[config.mk]
export PLATFORM = sky130hd
export DESIGN_NAME = bridge_peak_hold_channel_config
export DESIGN_NICKNAME = d
export VERILOG_FILES = /design/src/core/cfg_pkg.sv /design/src/core/frame_if.sv /design/src/core/bridge_peak_hold_channel_config.sv /design/src/core/frame_decoder.sv
export SDC_FILE = /design/constraint.sdc
export NUM_CORES = 1
export LEC_CHECK = 0
export BUFFER_PORTS_ARGS = -buffer_cell sky130_fd_sc_hd__buf_2
export CELL_PAD_IN_SITES_DETAIL_PLACEMENT = 1
export CELL_PAD_IN_SITES_GLOBAL_PLACEMENT = 1
export CORE_MARGIN = 2
export CORE_UTILIZATION = 35
export DETAILED_ROUTE_END_ITERATION = 7
export MAX_ROUTING_LAYER = met4
export PLACE_DENSITY_LB_ADDON = 0.12
export SLEW_MARGIN = 10
export SYNTH_ARGS = -nofsm -noshare
export SYNTH_HDL_FRONTEND = slang
export SYNTH_SLANG_ARGS = --single-unit
[constraint.sdc]
create_clock -name ref_clk -period 6.4 [get_ports ref_clk]
set_input_delay 1.28 -clock ref_clk [delete_from_list [all_inputs] [get_ports ref_clk]]
set_output_delay 1.28 -clock ref_clk [all_outputs]
set_load 0.05 [all_outputs]
[src/core/cfg_pkg.sv]
// shared constants for the channel-4 / channel-5 serial configuration frames
package cfg_pkg;

    // frame layout
    localparam int          FRAME_BITS   = 32;
    localparam int          CNT_BITS     = 6;
    localparam int          CMD_MSB      = 31;
    localparam int          CMD_LSB      = 28;
    localparam int          RW_BIT       = 27;
    localparam int          PARITY_BIT   = 0;
    localparam int          STORE_MSB    = 26;
    localparam int          STORE_LSB    = 1;
    localparam logic [3:0]  CMD_CH4      = 4'h4;
    localparam logic [3:0]  CMD_CH5      = 4'h5;
    localparam logic        RW_WRITE     = 1'b0;
    localparam logic [5:0]  FRAME_LEN    = 6'h20;
    localparam logic [5:0]  CNT_MAX      = 6'h3F;

    // channel-4 frame group bits
    localparam int          BRIDGE1_BIT  = 26;
    localparam int          PH1_MASK_BIT = 25;
    localparam int          PH1_BIT      = 24;
    // channel-5 frame group bits
    localparam int          DEAD_MSB     = 26;
    localparam int          DEAD_LSB     = 25;
    localparam int          EXT2_BIT     = 24;

    // per-channel fields, same place in both frames
    localparam int          DIAG_MSB     = 23;
    localparam int          DIAG_LSB     = 22;
    localparam int          OC_READ_BIT  = 21;
    localparam int          OC_THR_MSB   = 20;
    localparam int          OC_THR_LSB   = 15;
    localparam int          THERM_MSB    = 14;
    localparam int          THERM_LSB    = 13;
    localparam int          SUPPLY_BIT   = 12;
    localparam int          BLANK_MSB    = 11;
    localparam int          BLANK_LSB    = 9;
    localparam int          RESTART_BIT  = 8;
    localparam int          SENSE_BIT    = 7;
    localparam int          OL_CUR_BIT   = 6;
    localparam int          GATE_MSB     = 5;
    localparam int          GATE_LSB     = 4;
    localparam int          PMOS_BIT     = 3;
    localparam int          SIDE_BIT     = 2;
    localparam int          ENABLE_BIT   = 1;

    // values after reset
    localparam logic [26:1] CFG_RESET    = 26'h0000000;
    localparam logic [31:0] ERR_REPLY    = 32'h00000001;

    // times in units of 100 ns
    localparam logic [15:0] DIAG_STD_T [0:3] = '{16'h0100, 16'h0264, 16'h0420, 16'h05DC};
    localparam logic [15:0] DIAG_HB_T  [0:3] = '{16'h0070, 16'h0121, 16'h0190, 16'h0200};
    localparam logic [15:0] BLANK_T    [0:7] = '{16'h006F, 16'h009C, 16'h00C8, 16'h0137,
                                                 16'h01A6, 16'h0215, 16'h03D2, 16'h058E};

    // crossover delay: base step in ns, converted to clock cycles (rounded up)
    localparam int          CLK_PERIOD_NS   = 10;
    localparam int          DEAD_BASE_NS    = 1000;
    localparam logic [9:0]  DEAD_BASE_CYC   =
        10'((DEAD_BASE_NS + CLK_PERIOD_NS - 1) / CLK_PERIOD_NS);

    // serial receiver states
    typedef enum logic [2:0] {
        LINK_IDLE  = 3'b001,
        LINK_SHIFT = 3'b010,
        LINK_EVAL  = 3'b100
    } link_state_type;

endpackage

[src/core/frame_if.sv]
// carrier between the frame shifter and the frame decoder
`timescale 1ns/100ps
interface frame_if;
    logic [31:0] word;
    logic        parity_ok;
    logic        sel_ch4;
    logic        sel_ch5;
    logic        is_write;

    modport source (output word, input parity_ok, sel_ch4, sel_ch5, is_write);
    modport decode (input word, output parity_ok, sel_ch4, sel_ch5, is_write);
endinterface

[src/core/bridge_peak_hold_channel_config.sv]
// serial config frames for output channels 4 and 5 with bridge and peak-and-hold grouping
//
// Overview of operation
// - bits 31:28 hold the command; code 0100 selects the channel-4 frame.
// - channel-5 frame printed as 0100 clashes; decoded here as code 0101.
// - bit 27 at 0 writes fields and replies; at 1 only replies.
// - bit 0 is 1 when the other bits hold an even count of ones.
// - channel-4 bit 26 groups channels 1 to 4 into bridge one.
// - channel-4 bit 24 runs channels 1 to 4 as peak-and-hold one.
// - bit 25 picks no-fault or no-diagnostic-done report in peak-and-hold.
// - bits 23:22 pick off-state diag time; ignored in bridge one without extension.
// - bit 21 picks fixed or compensated overcurrent threshold for readback.
// - bits 20:15 carry the six-bit overcurrent threshold code.
// - bits 14:13 select none or one of three thermal compensation ranges.
// - bit 12 switches supply-voltage compensation of overcurrent off or on.
// - bits 11:9 pick blank time; delays evaluation only in drain-source mode.
// - bit 8 picks restart policy; bridge channels always need a readout.
// - bit 7 picks drain-source monitoring or shunt sensing.
// - bit 6 picks 100 uA or 1 mA open-load test current.
// - bits 5:4 pick gate current: external, 20 mA, 5 mA, 1 mA.
// - bit 3 N/P transistor, bit 2 low/high side, bit 1 enable.
// - channel-5 bits 26:25 give bridge-two dead time 1, 2, 4, 8 us.
// - channel-5 bit 24 at 0 shares channel-5 diag timer with channels 6-8 while bridge two is enabled.
// - bridge two without extension uses the short diag table, else standard.
// - bridge-two extension only acts while bridge two is enabled.
`timescale 1ns/100ps
module bridge_peak_hold_channel_config (
    input  wire logic              ref_clk,
    input  wire logic              reset_n,
    input  wire logic              ce,
    input  wire logic              sclk,
    input  wire logic              cs_n,
    input  wire logic              mosi,
    input  wire logic              bridge_two_group_enable,
    input  wire logic              bridge_one_timer_extension,
    output logic                   sdo,
    output logic                   sdo_en,
    output logic                   frame_done,
    output logic                   parity_error,
    output logic                   frame_error,
    output logic                   bridge_one_group_enable,
    output logic                   peak_hold_one_group_enable,
    output logic                   peak_hold_one_open_load_mask,
    output logic                   ph1_no_fault_report,
    output logic                   ph1_no_diag_report,
    output logic [1:0]             bridge_two_crossover_delay,
    output logic [9:0]             crossover_delay_cycles,
    output logic                   bridge_two_timer_extension,
    output logic                   shared_diag_timer,
    output logic                   ch4_diag_timer_active,
    output logic [1:0][15:0]       diag_time_t100ns,
    output logic [1:0]             overcurrent_readback_select,
    output logic [1:0][5:0]        overcurrent_threshold_code,
    output logic [1:0][1:0]        overcurrent_thermal_comp,
    output logic [1:0]             overcurrent_supply_comp,
    output logic [1:0][2:0]        overcurrent_blank_time,
    output logic [1:0][15:0]       blank_time_t100ns,
    output logic [1:0]             blank_delays_eval,
    output logic [1:0]             restart_policy,
    output logic [1:0]             restart_after_readout,
    output logic [1:0]             current_sense_method,
    output logic [1:0]             open_load_current_high,
    output logic [1:0][1:0]        gate_current_select,
    output logic [1:0]             pmos_select,
    output logic [1:0]             side_select,
    output logic [1:0]             output_enable
);

    ////////////////////////////////////////////////////////////////////////////////
    // reset release and pin synchronisers

    logic                          rst_meta_r;
    logic                          rst_sync_r;
    logic                          sclk_meta_r;
    logic                          sclk_s_r;
    logic                          sclk_d_r;
    logic                          cs_meta_r;
    logic                          cs_s_r;
    logic                          mosi_meta_r;
    logic                          mosi_s_r;
    logic                          sclk_rise;
    logic                          sclk_fall;

    // reset is taken asynchronously but is released on the clock
    always_ff @(posedge ref_clk or negedge reset_n) begin
        if (!reset_n) begin
            rst_meta_r <= 1'b0;
            rst_sync_r <= 1'b0;
        end else if (ce) begin
            rst_meta_r <= 1'b1;
            rst_sync_r <= rst_meta_r;
        end
    end

    // two stages per pin; the third sclk stage only serves edge detection
    always_ff @(posedge ref_clk or negedge rst_sync_r) begin
        if (!rst_sync_r) begin
            sclk_meta_r <= 1'b0;
            sclk_s_r    <= 1'b0;
            sclk_d_r    <= 1'b0;
            cs_meta_r   <= 1'b1;
            cs_s_r      <= 1'b1;
            mosi_meta_r <= 1'b0;
            mosi_s_r    <= 1'b0;
        end else if (ce) begin
            sclk_meta_r <= sclk;
            sclk_s_r    <= sclk_meta_r;
            sclk_d_r    <= sclk_s_r;
            cs_meta_r   <= cs_n;
            cs_s_r      <= cs_meta_r;
            mosi_meta_r <= mosi;
            mosi_s_r    <= mosi_meta_r;
        end
    end

    // sclk must stay well below a quarter of ref_clk for these edges to be seen
    assign sclk_rise = sclk_s_r & ~sclk_d_r;
    assign sclk_fall = ~sclk_s_r & sclk_d_r;

    ////////////////////////////////////////////////////////////////////////////////
    // frame state, receive and transmit shifters

    cfg_pkg::link_state_type       state_r;
    logic [31:0]                   rx_shift_r;
    logic [31:0]                   tx_shift_r;
    logic [31:0]                   reply_r;
    logic [5:0]                    bit_cnt_r;
    logic                          frame_ok;
    logic [26:1]                   reply_body;
    logic [1:0][26:1]              cfg_r;

    frame_if                       frm ();

    frame_decoder u_decoder (
        .f (frm)
    );

    assign frm.word = rx_shift_r;
    // length, command and parity all have to agree before anything is taken
    assign frame_ok = (bit_cnt_r == cfg_pkg::FRAME_LEN) && frm.parity_ok
                      && (frm.sel_ch4 || frm.sel_ch5);

    // sequencing: idle, shifting while selected, one cycle of evaluation
    always_ff @(posedge ref_clk or negedge rst_sync_r) begin
        if (!rst_sync_r) begin
            state_r <= cfg_pkg::LINK_IDLE;
        end else if (ce) begin
            case (state_r)
                cfg_pkg::LINK_IDLE: begin
                    if (!cs_s_r) begin
                        state_r <= cfg_pkg::LINK_SHIFT;
                    end
                end
                cfg_pkg::LINK_SHIFT: begin
                    if (cs_s_r) begin
                        state_r <= cfg_pkg::LINK_EVAL;
                    end
                end
                cfg_pkg::LINK_EVAL: begin
                    state_r <= cfg_pkg::LINK_IDLE;
                end
                default: begin
                    state_r <= cfg_pkg::LINK_IDLE;
                end
            endcase
        end
    end

    // bits enter msb first on rising sclk; the count saturates to flag long frames
    always_ff @(posedge ref_clk or negedge rst_sync_r) begin
        if (!rst_sync_r) begin
            rx_shift_r <= 32'h00000000;
            bit_cnt_r  <= 6'h00;
        end else if (ce) begin
            if (state_r == cfg_pkg::LINK_IDLE) begin
                bit_cnt_r <= 6'h00;
            end else if (state_r == cfg_pkg::LINK_SHIFT && !cs_s_r && sclk_rise) begin
                rx_shift_r <= {rx_shift_r[30:0], mosi_s_r};
                if (bit_cnt_r != cfg_pkg::CNT_MAX) begin
                    bit_cnt_r <= bit_cnt_r + 6'h01;
                end
            end
        end
    end

    // the reply prepared by the previous frame leaves msb first, changing on falling sclk
    always_ff @(posedge ref_clk or negedge rst_sync_r) begin
        if (!rst_sync_r) begin
            tx_shift_r <= 32'h00000000;
            sdo        <= 1'b0;
            sdo_en     <= 1'b0;
        end else if (ce) begin
            if (state_r == cfg_pkg::LINK_IDLE && !cs_s_r) begin
                tx_shift_r <= reply_r;
                sdo        <= reply_r[31];
                sdo_en     <= 1'b1;
            end else if (state_r == cfg_pkg::LINK_SHIFT && !cs_s_r && sclk_fall) begin
                tx_shift_r <= {tx_shift_r[30:0], 1'b0};
                sdo        <= tx_shift_r[30];
            end else if (cs_s_r) begin
                sdo_en     <= 1'b0;
                sdo        <= 1'b0;
            end
        end
    end

    ////////////////////////////////////////////////////////////////////////////////
    // configuration storage and reply

    // a write frame stores bits 26:1; bad parity or a read frame leaves them alone
    always_ff @(posedge ref_clk or negedge rst_sync_r) begin
        if (!rst_sync_r) begin
            cfg_r[0] <= cfg_pkg::CFG_RESET;
            cfg_r[1] <= cfg_pkg::CFG_RESET;
        end else if (ce) begin
            if (state_r == cfg_pkg::LINK_EVAL && frame_ok && frm.is_write) begin
                if (frm.sel_ch4) begin
                    cfg_r[0] <= rx_shift_r[cfg_pkg::STORE_MSB:cfg_pkg::STORE_LSB];
                end else begin
                    cfg_r[1] <= rx_shift_r[cfg_pkg::STORE_MSB:cfg_pkg::STORE_LSB];
                end
            end
        end
    end

    // reply carries the contents as they stand once the frame has been applied
    always_comb begin
        if (frm.is_write) begin
            reply_body = rx_shift_r[cfg_pkg::STORE_MSB:cfg_pkg::STORE_LSB];
        end else if (frm.sel_ch4) begin
            reply_body = cfg_r[0];
        end else begin
            reply_body = cfg_r[1];
        end
    end

    // reply and frame status, both refreshed once per completed frame
    always_ff @(posedge ref_clk or negedge rst_sync_r) begin
        if (!rst_sync_r) begin
            reply_r      <= cfg_pkg::ERR_REPLY;
            frame_done   <= 1'b0;
            parity_error <= 1'b0;
            frame_error  <= 1'b0;
        end else if (ce) begin
            frame_done <= (state_r == cfg_pkg::LINK_EVAL);
            if (state_r == cfg_pkg::LINK_EVAL) begin
                parity_error <= !frm.parity_ok;
                frame_error  <= (bit_cnt_r != cfg_pkg::FRAME_LEN)
                                || !(frm.sel_ch4 || frm.sel_ch5);
                if (frame_ok) begin
                    reply_r <= {rx_shift_r[31:27], reply_body,
                                ~^{rx_shift_r[31:27], reply_body}};
                end else begin
                    reply_r <= cfg_pkg::ERR_REPLY;
                end
            end
        end
    end

    ////////////////////////////////////////////////////////////////////////////////
    // group settings held in the two frames

    assign bridge_one_group_enable      = cfg_r[0][cfg_pkg::BRIDGE1_BIT];
    assign peak_hold_one_group_enable   = cfg_r[0][cfg_pkg::PH1_BIT];
    assign peak_hold_one_open_load_mask = cfg_r[0][cfg_pkg::PH1_MASK_BIT];
    assign bridge_two_crossover_delay   = cfg_r[1][cfg_pkg::DEAD_MSB:cfg_pkg::DEAD_LSB];
    assign bridge_two_timer_extension   = cfg_r[1][cfg_pkg::EXT2_BIT];

    // derived group behaviour, registered so every output leaves a flip-flop
    always_ff @(posedge ref_clk or negedge rst_sync_r) begin
        if (!rst_sync_r) begin
            ph1_no_fault_report    <= 1'b0;
            ph1_no_diag_report     <= 1'b0;
            crossover_delay_cycles <= cfg_pkg::DEAD_BASE_CYC;
            shared_diag_timer      <= 1'b0;
            ch4_diag_timer_active  <= 1'b1;
        end else if (ce) begin
            // masking strategy only matters while peak-and-hold one is set up
            ph1_no_fault_report <= cfg_r[0][cfg_pkg::PH1_BIT]
                                   & ~cfg_r[0][cfg_pkg::PH1_MASK_BIT];
            ph1_no_diag_report  <= cfg_r[0][cfg_pkg::PH1_BIT]
                                   & cfg_r[0][cfg_pkg::PH1_MASK_BIT];
            // 1 us doubled per code step
            crossover_delay_cycles <= cfg_pkg::DEAD_BASE_CYC
                                      << cfg_r[1][cfg_pkg::DEAD_MSB:cfg_pkg::DEAD_LSB];
            // channel-5 timer governs 6-8 only with bridge two up and no extension
            shared_diag_timer <= bridge_two_group_enable
                                 & ~cfg_r[1][cfg_pkg::EXT2_BIT];
            // channel-4 timer field has no effect in bridge one without extension
            ch4_diag_timer_active <= ~(cfg_r[0][cfg_pkg::BRIDGE1_BIT]
                                       & ~bridge_one_timer_extension);
        end
    end

    // off-state diagnostic times: channel 4 standard, channel 5 switches table
    always_ff @(posedge ref_clk or negedge rst_sync_r) begin
        if (!rst_sync_r) begin
            diag_time_t100ns[0] <= cfg_pkg::DIAG_STD_T[0];
            diag_time_t100ns[1] <= cfg_pkg::DIAG_STD_T[0];
        end else if (ce) begin
            diag_time_t100ns[0] <= cfg_pkg::DIAG_STD_T[cfg_r[0][cfg_pkg::DIAG_MSB:cfg_pkg::DIAG_LSB]];
            if (bridge_two_group_enable && !cfg_r[1][cfg_pkg::EXT2_BIT]) begin
                diag_time_t100ns[1] <=
                    cfg_pkg::DIAG_HB_T[cfg_r[1][cfg_pkg::DIAG_MSB:cfg_pkg::DIAG_LSB]];
            end else begin
                diag_time_t100ns[1] <=
                    cfg_pkg::DIAG_STD_T[cfg_r[1][cfg_pkg::DIAG_MSB:cfg_pkg::DIAG_LSB]];
            end
        end
    end

    ////////////////////////////////////////////////////////////////////////////////
    // per-channel output settings; index 0 is channel 4, index 1 is channel 5

    logic [1:0]                    in_bridge;

    // channel 4 belongs to bridge one, channel 5 to bridge two
    assign in_bridge = {bridge_two_group_enable, cfg_r[0][cfg_pkg::BRIDGE1_BIT]};

    for (genvar ch = 0; ch < 2; ch++) begin : g_chan
        assign overcurrent_readback_select[ch] = cfg_r[ch][cfg_pkg::OC_READ_BIT];
        assign overcurrent_threshold_code[ch]  =
            cfg_r[ch][cfg_pkg::OC_THR_MSB:cfg_pkg::OC_THR_LSB];
        assign overcurrent_thermal_comp[ch]    =
            cfg_r[ch][cfg_pkg::THERM_MSB:cfg_pkg::THERM_LSB];
        assign overcurrent_supply_comp[ch]     = cfg_r[ch][cfg_pkg::SUPPLY_BIT];
        assign overcurrent_blank_time[ch]      =
            cfg_r[ch][cfg_pkg::BLANK_MSB:cfg_pkg::BLANK_LSB];
        assign restart_policy[ch]              = cfg_r[ch][cfg_pkg::RESTART_BIT];
        assign current_sense_method[ch]        = cfg_r[ch][cfg_pkg::SENSE_BIT];
        assign open_load_current_high[ch]      = cfg_r[ch][cfg_pkg::OL_CUR_BIT];
        assign gate_current_select[ch]         =
            cfg_r[ch][cfg_pkg::GATE_MSB:cfg_pkg::GATE_LSB];
        assign pmos_select[ch]                 = cfg_r[ch][cfg_pkg::PMOS_BIT];
        assign side_select[ch]                 = cfg_r[ch][cfg_pkg::SIDE_BIT];
        assign output_enable[ch]               = cfg_r[ch][cfg_pkg::ENABLE_BIT];

        // blank time, its meaning, and the effective restart behaviour
        always_ff @(posedge ref_clk or negedge rst_sync_r) begin
            if (!rst_sync_r) begin
                blank_time_t100ns[ch]     <= cfg_pkg::BLANK_T[0];
                blank_delays_eval[ch]     <= 1'b1;
                restart_after_readout[ch] <= 1'b0;
            end else if (ce) begin
                blank_time_t100ns[ch] <=
                    cfg_pkg::BLANK_T[cfg_r[ch][cfg_pkg::BLANK_MSB:cfg_pkg::BLANK_LSB]];
                // in shunt mode the time only gates the no-overcurrent code
                blank_delays_eval[ch] <= ~cfg_r[ch][cfg_pkg::SENSE_BIT];
                // a bridge can only come back after its latches are read out
                restart_after_readout[ch] <= cfg_r[ch][cfg_pkg::RESTART_BIT]
                                             | in_bridge[ch];
            end
        end
    end

endmodule

[src/core/frame_decoder.sv]
// combinational decode of a received 32-bit configuration frame
`timescale 1ns/100ps
module frame_decoder (
    frame_if.decode f
);

    // parity bit is 1 when the other 31 bits hold an even count of ones
    assign f.parity_ok = (f.word[cfg_pkg::PARITY_BIT] == ~^f.word[31:1]);

    // command code selects the frame; channel-5 code taken as the next in sequence
    assign f.sel_ch4 = (f.word[cfg_pkg::CMD_MSB:cfg_pkg::CMD_LSB] == cfg_pkg::CMD_CH4);
    assign f.sel_ch5 = (f.word[cfg_pkg::CMD_MSB:cfg_pkg::CMD_LSB] == cfg_pkg::CMD_CH5);

    // access type: write-and-read or read only
    assign f.is_write = (f.word[cfg_pkg::RW_BIT] == cfg_pkg::RW_WRITE);

endmodule

==> results.json <==
{
  "r2r_start": "frm.word[18]",
  "r2r_end": "overcurrent_threshold_code[4]",
  "grt_usage_pct": 16.79,
  "fill_cells": 3493,
  "fin_tns_setup_ps": 0,
  "finalHoldViolCount": 0,
  "reg2regPathDepth": 10,
  "initial_core_util_pct": 35.53,
  "io_pins": 143,
  "rsz0062_at_grt": "false",
  "final_nets": 1103,
  "synth_seq_cells": 224,
  "startpoint": "ce",
  "via_per_inst": 4.756,
  "regArea_mm2": 0.005639,
  "slew_headroom_pct": 33.82,
  "required_ps": 6810,
  "cts.sink_count": 224,
  "rows": 65,
  "powerDensity_mw_per_mm2": 311.3,
  "cts_buffer_depth": 3,
  "cp_slowest_cell": "buf_4",
  "grt_pass1_vias": 7520,
  "period_minus_slack_ps": 3622,
  "die_area_mm2": 0.03348,
  "crit_arrival_ps": 4030,
  "synth_seq_area_share_pct": 50.26,
  "drv_cap": 0,
  "grt_pass1_wl_mm": 43.40,
  "clk_latency_ps": 530,
  "htreeDepth": 1,
  "grt_max_degree": 175,
  "layout.cells.most_common": "dfrtp_1",
  "path_cells": "buf_4, nand4_1, buf_4, nor4b_1, nand3_1, nor2_1, mux2i_4, buf_4, nor3b_4, buf_4, mux2_2",
  "die_y_um": 183.0,
  "post_dp_cell_area_mm2": 0.01174,
  "die_w_um": 183.0,
  "cp_max_fo": 33,
  "syn_area_mm2": 0.01121,
  "outcome": "finished clean",
  "postCtsSetupBuffers": 0,
  "cts-resized-gates": 0,
  "coreArea_mm2": 0.03156,
  "ys_top_cells_by_area": "dfrtp_1, mux2_2, mux2i_1",
  "cp_num_buf_inv": 4,
  "clock.fmax_mhz": 276.1,
  "grt.overflow.total": 0,
  "clkTransAtPathRegs_ps": 60,
  "drtIter0Drc": 379,
  "syn2layout_area_growth_pct": 13.68,
  "drt.antenna.violating_nets": 0,
  "numPortBuffers": 117,
  "critPathTopFamily": "buffers and inverters",
  "wl_mm": 26.91,
  "post_drt_wl_per_cell_um": 18.05,
  "cts_buffers": 26,
  "avgSynthCellArea_um2": 11.06,
  "fin_util_pct": 40.39,
  "hold_buffers": 0,
  "cts_tree": "built",
  "p_leak_nw": 6.028,
  "drc": 0,
  "antenna_found_initial": 0,
  "cp-start-kind": "primary input",
  "max-vdd-ir-drop_mv": 0.1778,
  "slew_violations": 0,
  "fin_area_mm2": 0.01275,
  "dp_hpwl_mm": 17.74,
  "yosys_warnings": 0,
  "vias": 7091,
  "tightest_slew_ps": 992.7,
  "crit_top_cell": "buf_4",
  "diodes": 0,
  "r2r_setup_slack_ps": 3120,
  "setup.worst_path.class": "primary input to flip-flop",
  "most-common-layout-cells": "dfrtp_1, buf_2, mux2_2, o21ai_0, nand2_1",
  "multi_input_area_mm2": 0.004766,
  "first_pass_iters": 4,
  "synth_top_area_share_pct": 44.64,
  "synthDistinctLibCells": 49,
  "critPathMaxStageDelay_ps": 400,
  "crit_path_end_kind": "flip-flop",
  "period_share_pct": 56.59,
  "gp_congestion": 0.6976,
  "synth_area_leader_cell": "dfrtp_1",
  "hold_path.class": "flip-flop to async pin",
  "fin_skew_ps": 13.83,
  "root_buffer": "clkbuf_16",
  "layout-drive-gt1-share_pct": 29.38,
  "syn_inst": 1014,
  "final-setup-viol-count": 0
}
registers in the layout (all words and copies together), names as in the netlist, 3 cells and up:
signal                      count
gate_current_select             4
cfg_r                           4
overcurrent_threshold_code     12
diag_time_t100ns               16
bit_cnt_r                       6
frm.word                       32
overcurrent_blank_time          6
overcurrent_thermal_comp        4
state_r                         3
tx_shift_r                     31
reply_r                        32
blank_time_t100ns              22
crossover_delay_cycles          8
per-layer routing:
layer  global-route usage, %  share of wire [%]  vias to the layer above
met5                       -                  0                        -
met4                   3.360                1.3                        0
met3                   3.217                4.9                       29
met2                   25.67                 45                      121
met1                   23.40                 49                     3521
li1                        -                  -                     3420
cells in the mapped netlist, drive strengths merged:
master and n:
o21a 2, mux2 109, xnor3 2, or2 1, nor4b 3, nand3b 1, a32o 1, nand2 79
xor2 17, o22a 2, nor2 72, or4b 1, inv 37, o21ai 84, o22ai 1, o31ai 1
dfstp 24, buf 84, nor2b 3, ha 26, conb 1, xnor2 57, nand2b 5, clkbuf 42
a21oi 59, nand3 15, nor3b 3, dfrtp 200, nand4 3, a31oi 1, nor3 3, mux2i 70
a211oi 1, o2bb2ai 2, and4 1, a32oi 1
worst register-to-register path: stages, from the launching register on:
cell and delay (ps):
dfrtp_1 470, xor2_1 200, xnor2_1 150, xnor2_1 340, xor2_1 330, xnor2_2 150
mux2i_4 270, buf_4 240, nor3b_4 210, buf_4 400, mux2_2 400
cell families (layout without fill, tap and decap cells):
family                   Yosys count  after routing  synth area share (%)
AO/OA/AOI/OAI                    155            155                 7.243
multiplexers                     179            179                 17.41
XOR/XNOR                          76             76                 6.316
adder cells (fa/ha/maj)           26             26                 2.901
AND/OR/NAND/NOR                  190            190                 7.577
other                              1             25               0.03345
buffers and inverters            163            214                 8.258
flip-flops                       224            224                 50.26
stage by stage:
stage / power [mW] / setup slack (ps) / hold WS, ps / cells
global placement: 2.295 / 2293 / 408.8 / 1443
floorplan: 2.148 / 2731 / 430.5 / 1038
CTS: 4.034 / 2756 / 396.5 / 1491
global route: 4.140 / 2540 / 428.2 / 1491
finish: 3.967 / 2778 / 355.2 / 1491
detailed placement: 2.302 / 2224 / 394.9 / 1443
layout make-up:
cell class                 instances  share of cell area (%)
timing repair buffer             129                   5.419
clock buffer                      41                   6.656
inverter                          37                   1.090
sequential                       224                   44.24
multi-input combinational        651                   37.39
clock inverter                     7                   1.257
tap                              402                   3.946
power breakdown:
group	internal [mW]	switching, mW	total (mW)
sequential	1.49	0.0582	1.55
combinational	0.271	0.446	0.717
clock	1.10	0.600	1.70
total	2.86	1.10	3.97
worst max-delay path by stage:
stage	end	slack (ps)	depth (start not counted)
2_1_floorplan	bit_cnt_r[0]	2730	0
5_1_grt	overcurrent_threshold_code[4]	2540	11
3_5_place_dp	peak_hold_one_group_enable	2220	11
4_1_cts	overcurrent_threshold_code[4]	2760	11
3_3_place_gp	peak_hold_one_group_enable	2290	11
6_report	overcurrent_threshold_code[4]	2780	11
No activity file was read; power rests on OpenSTA's default activity.
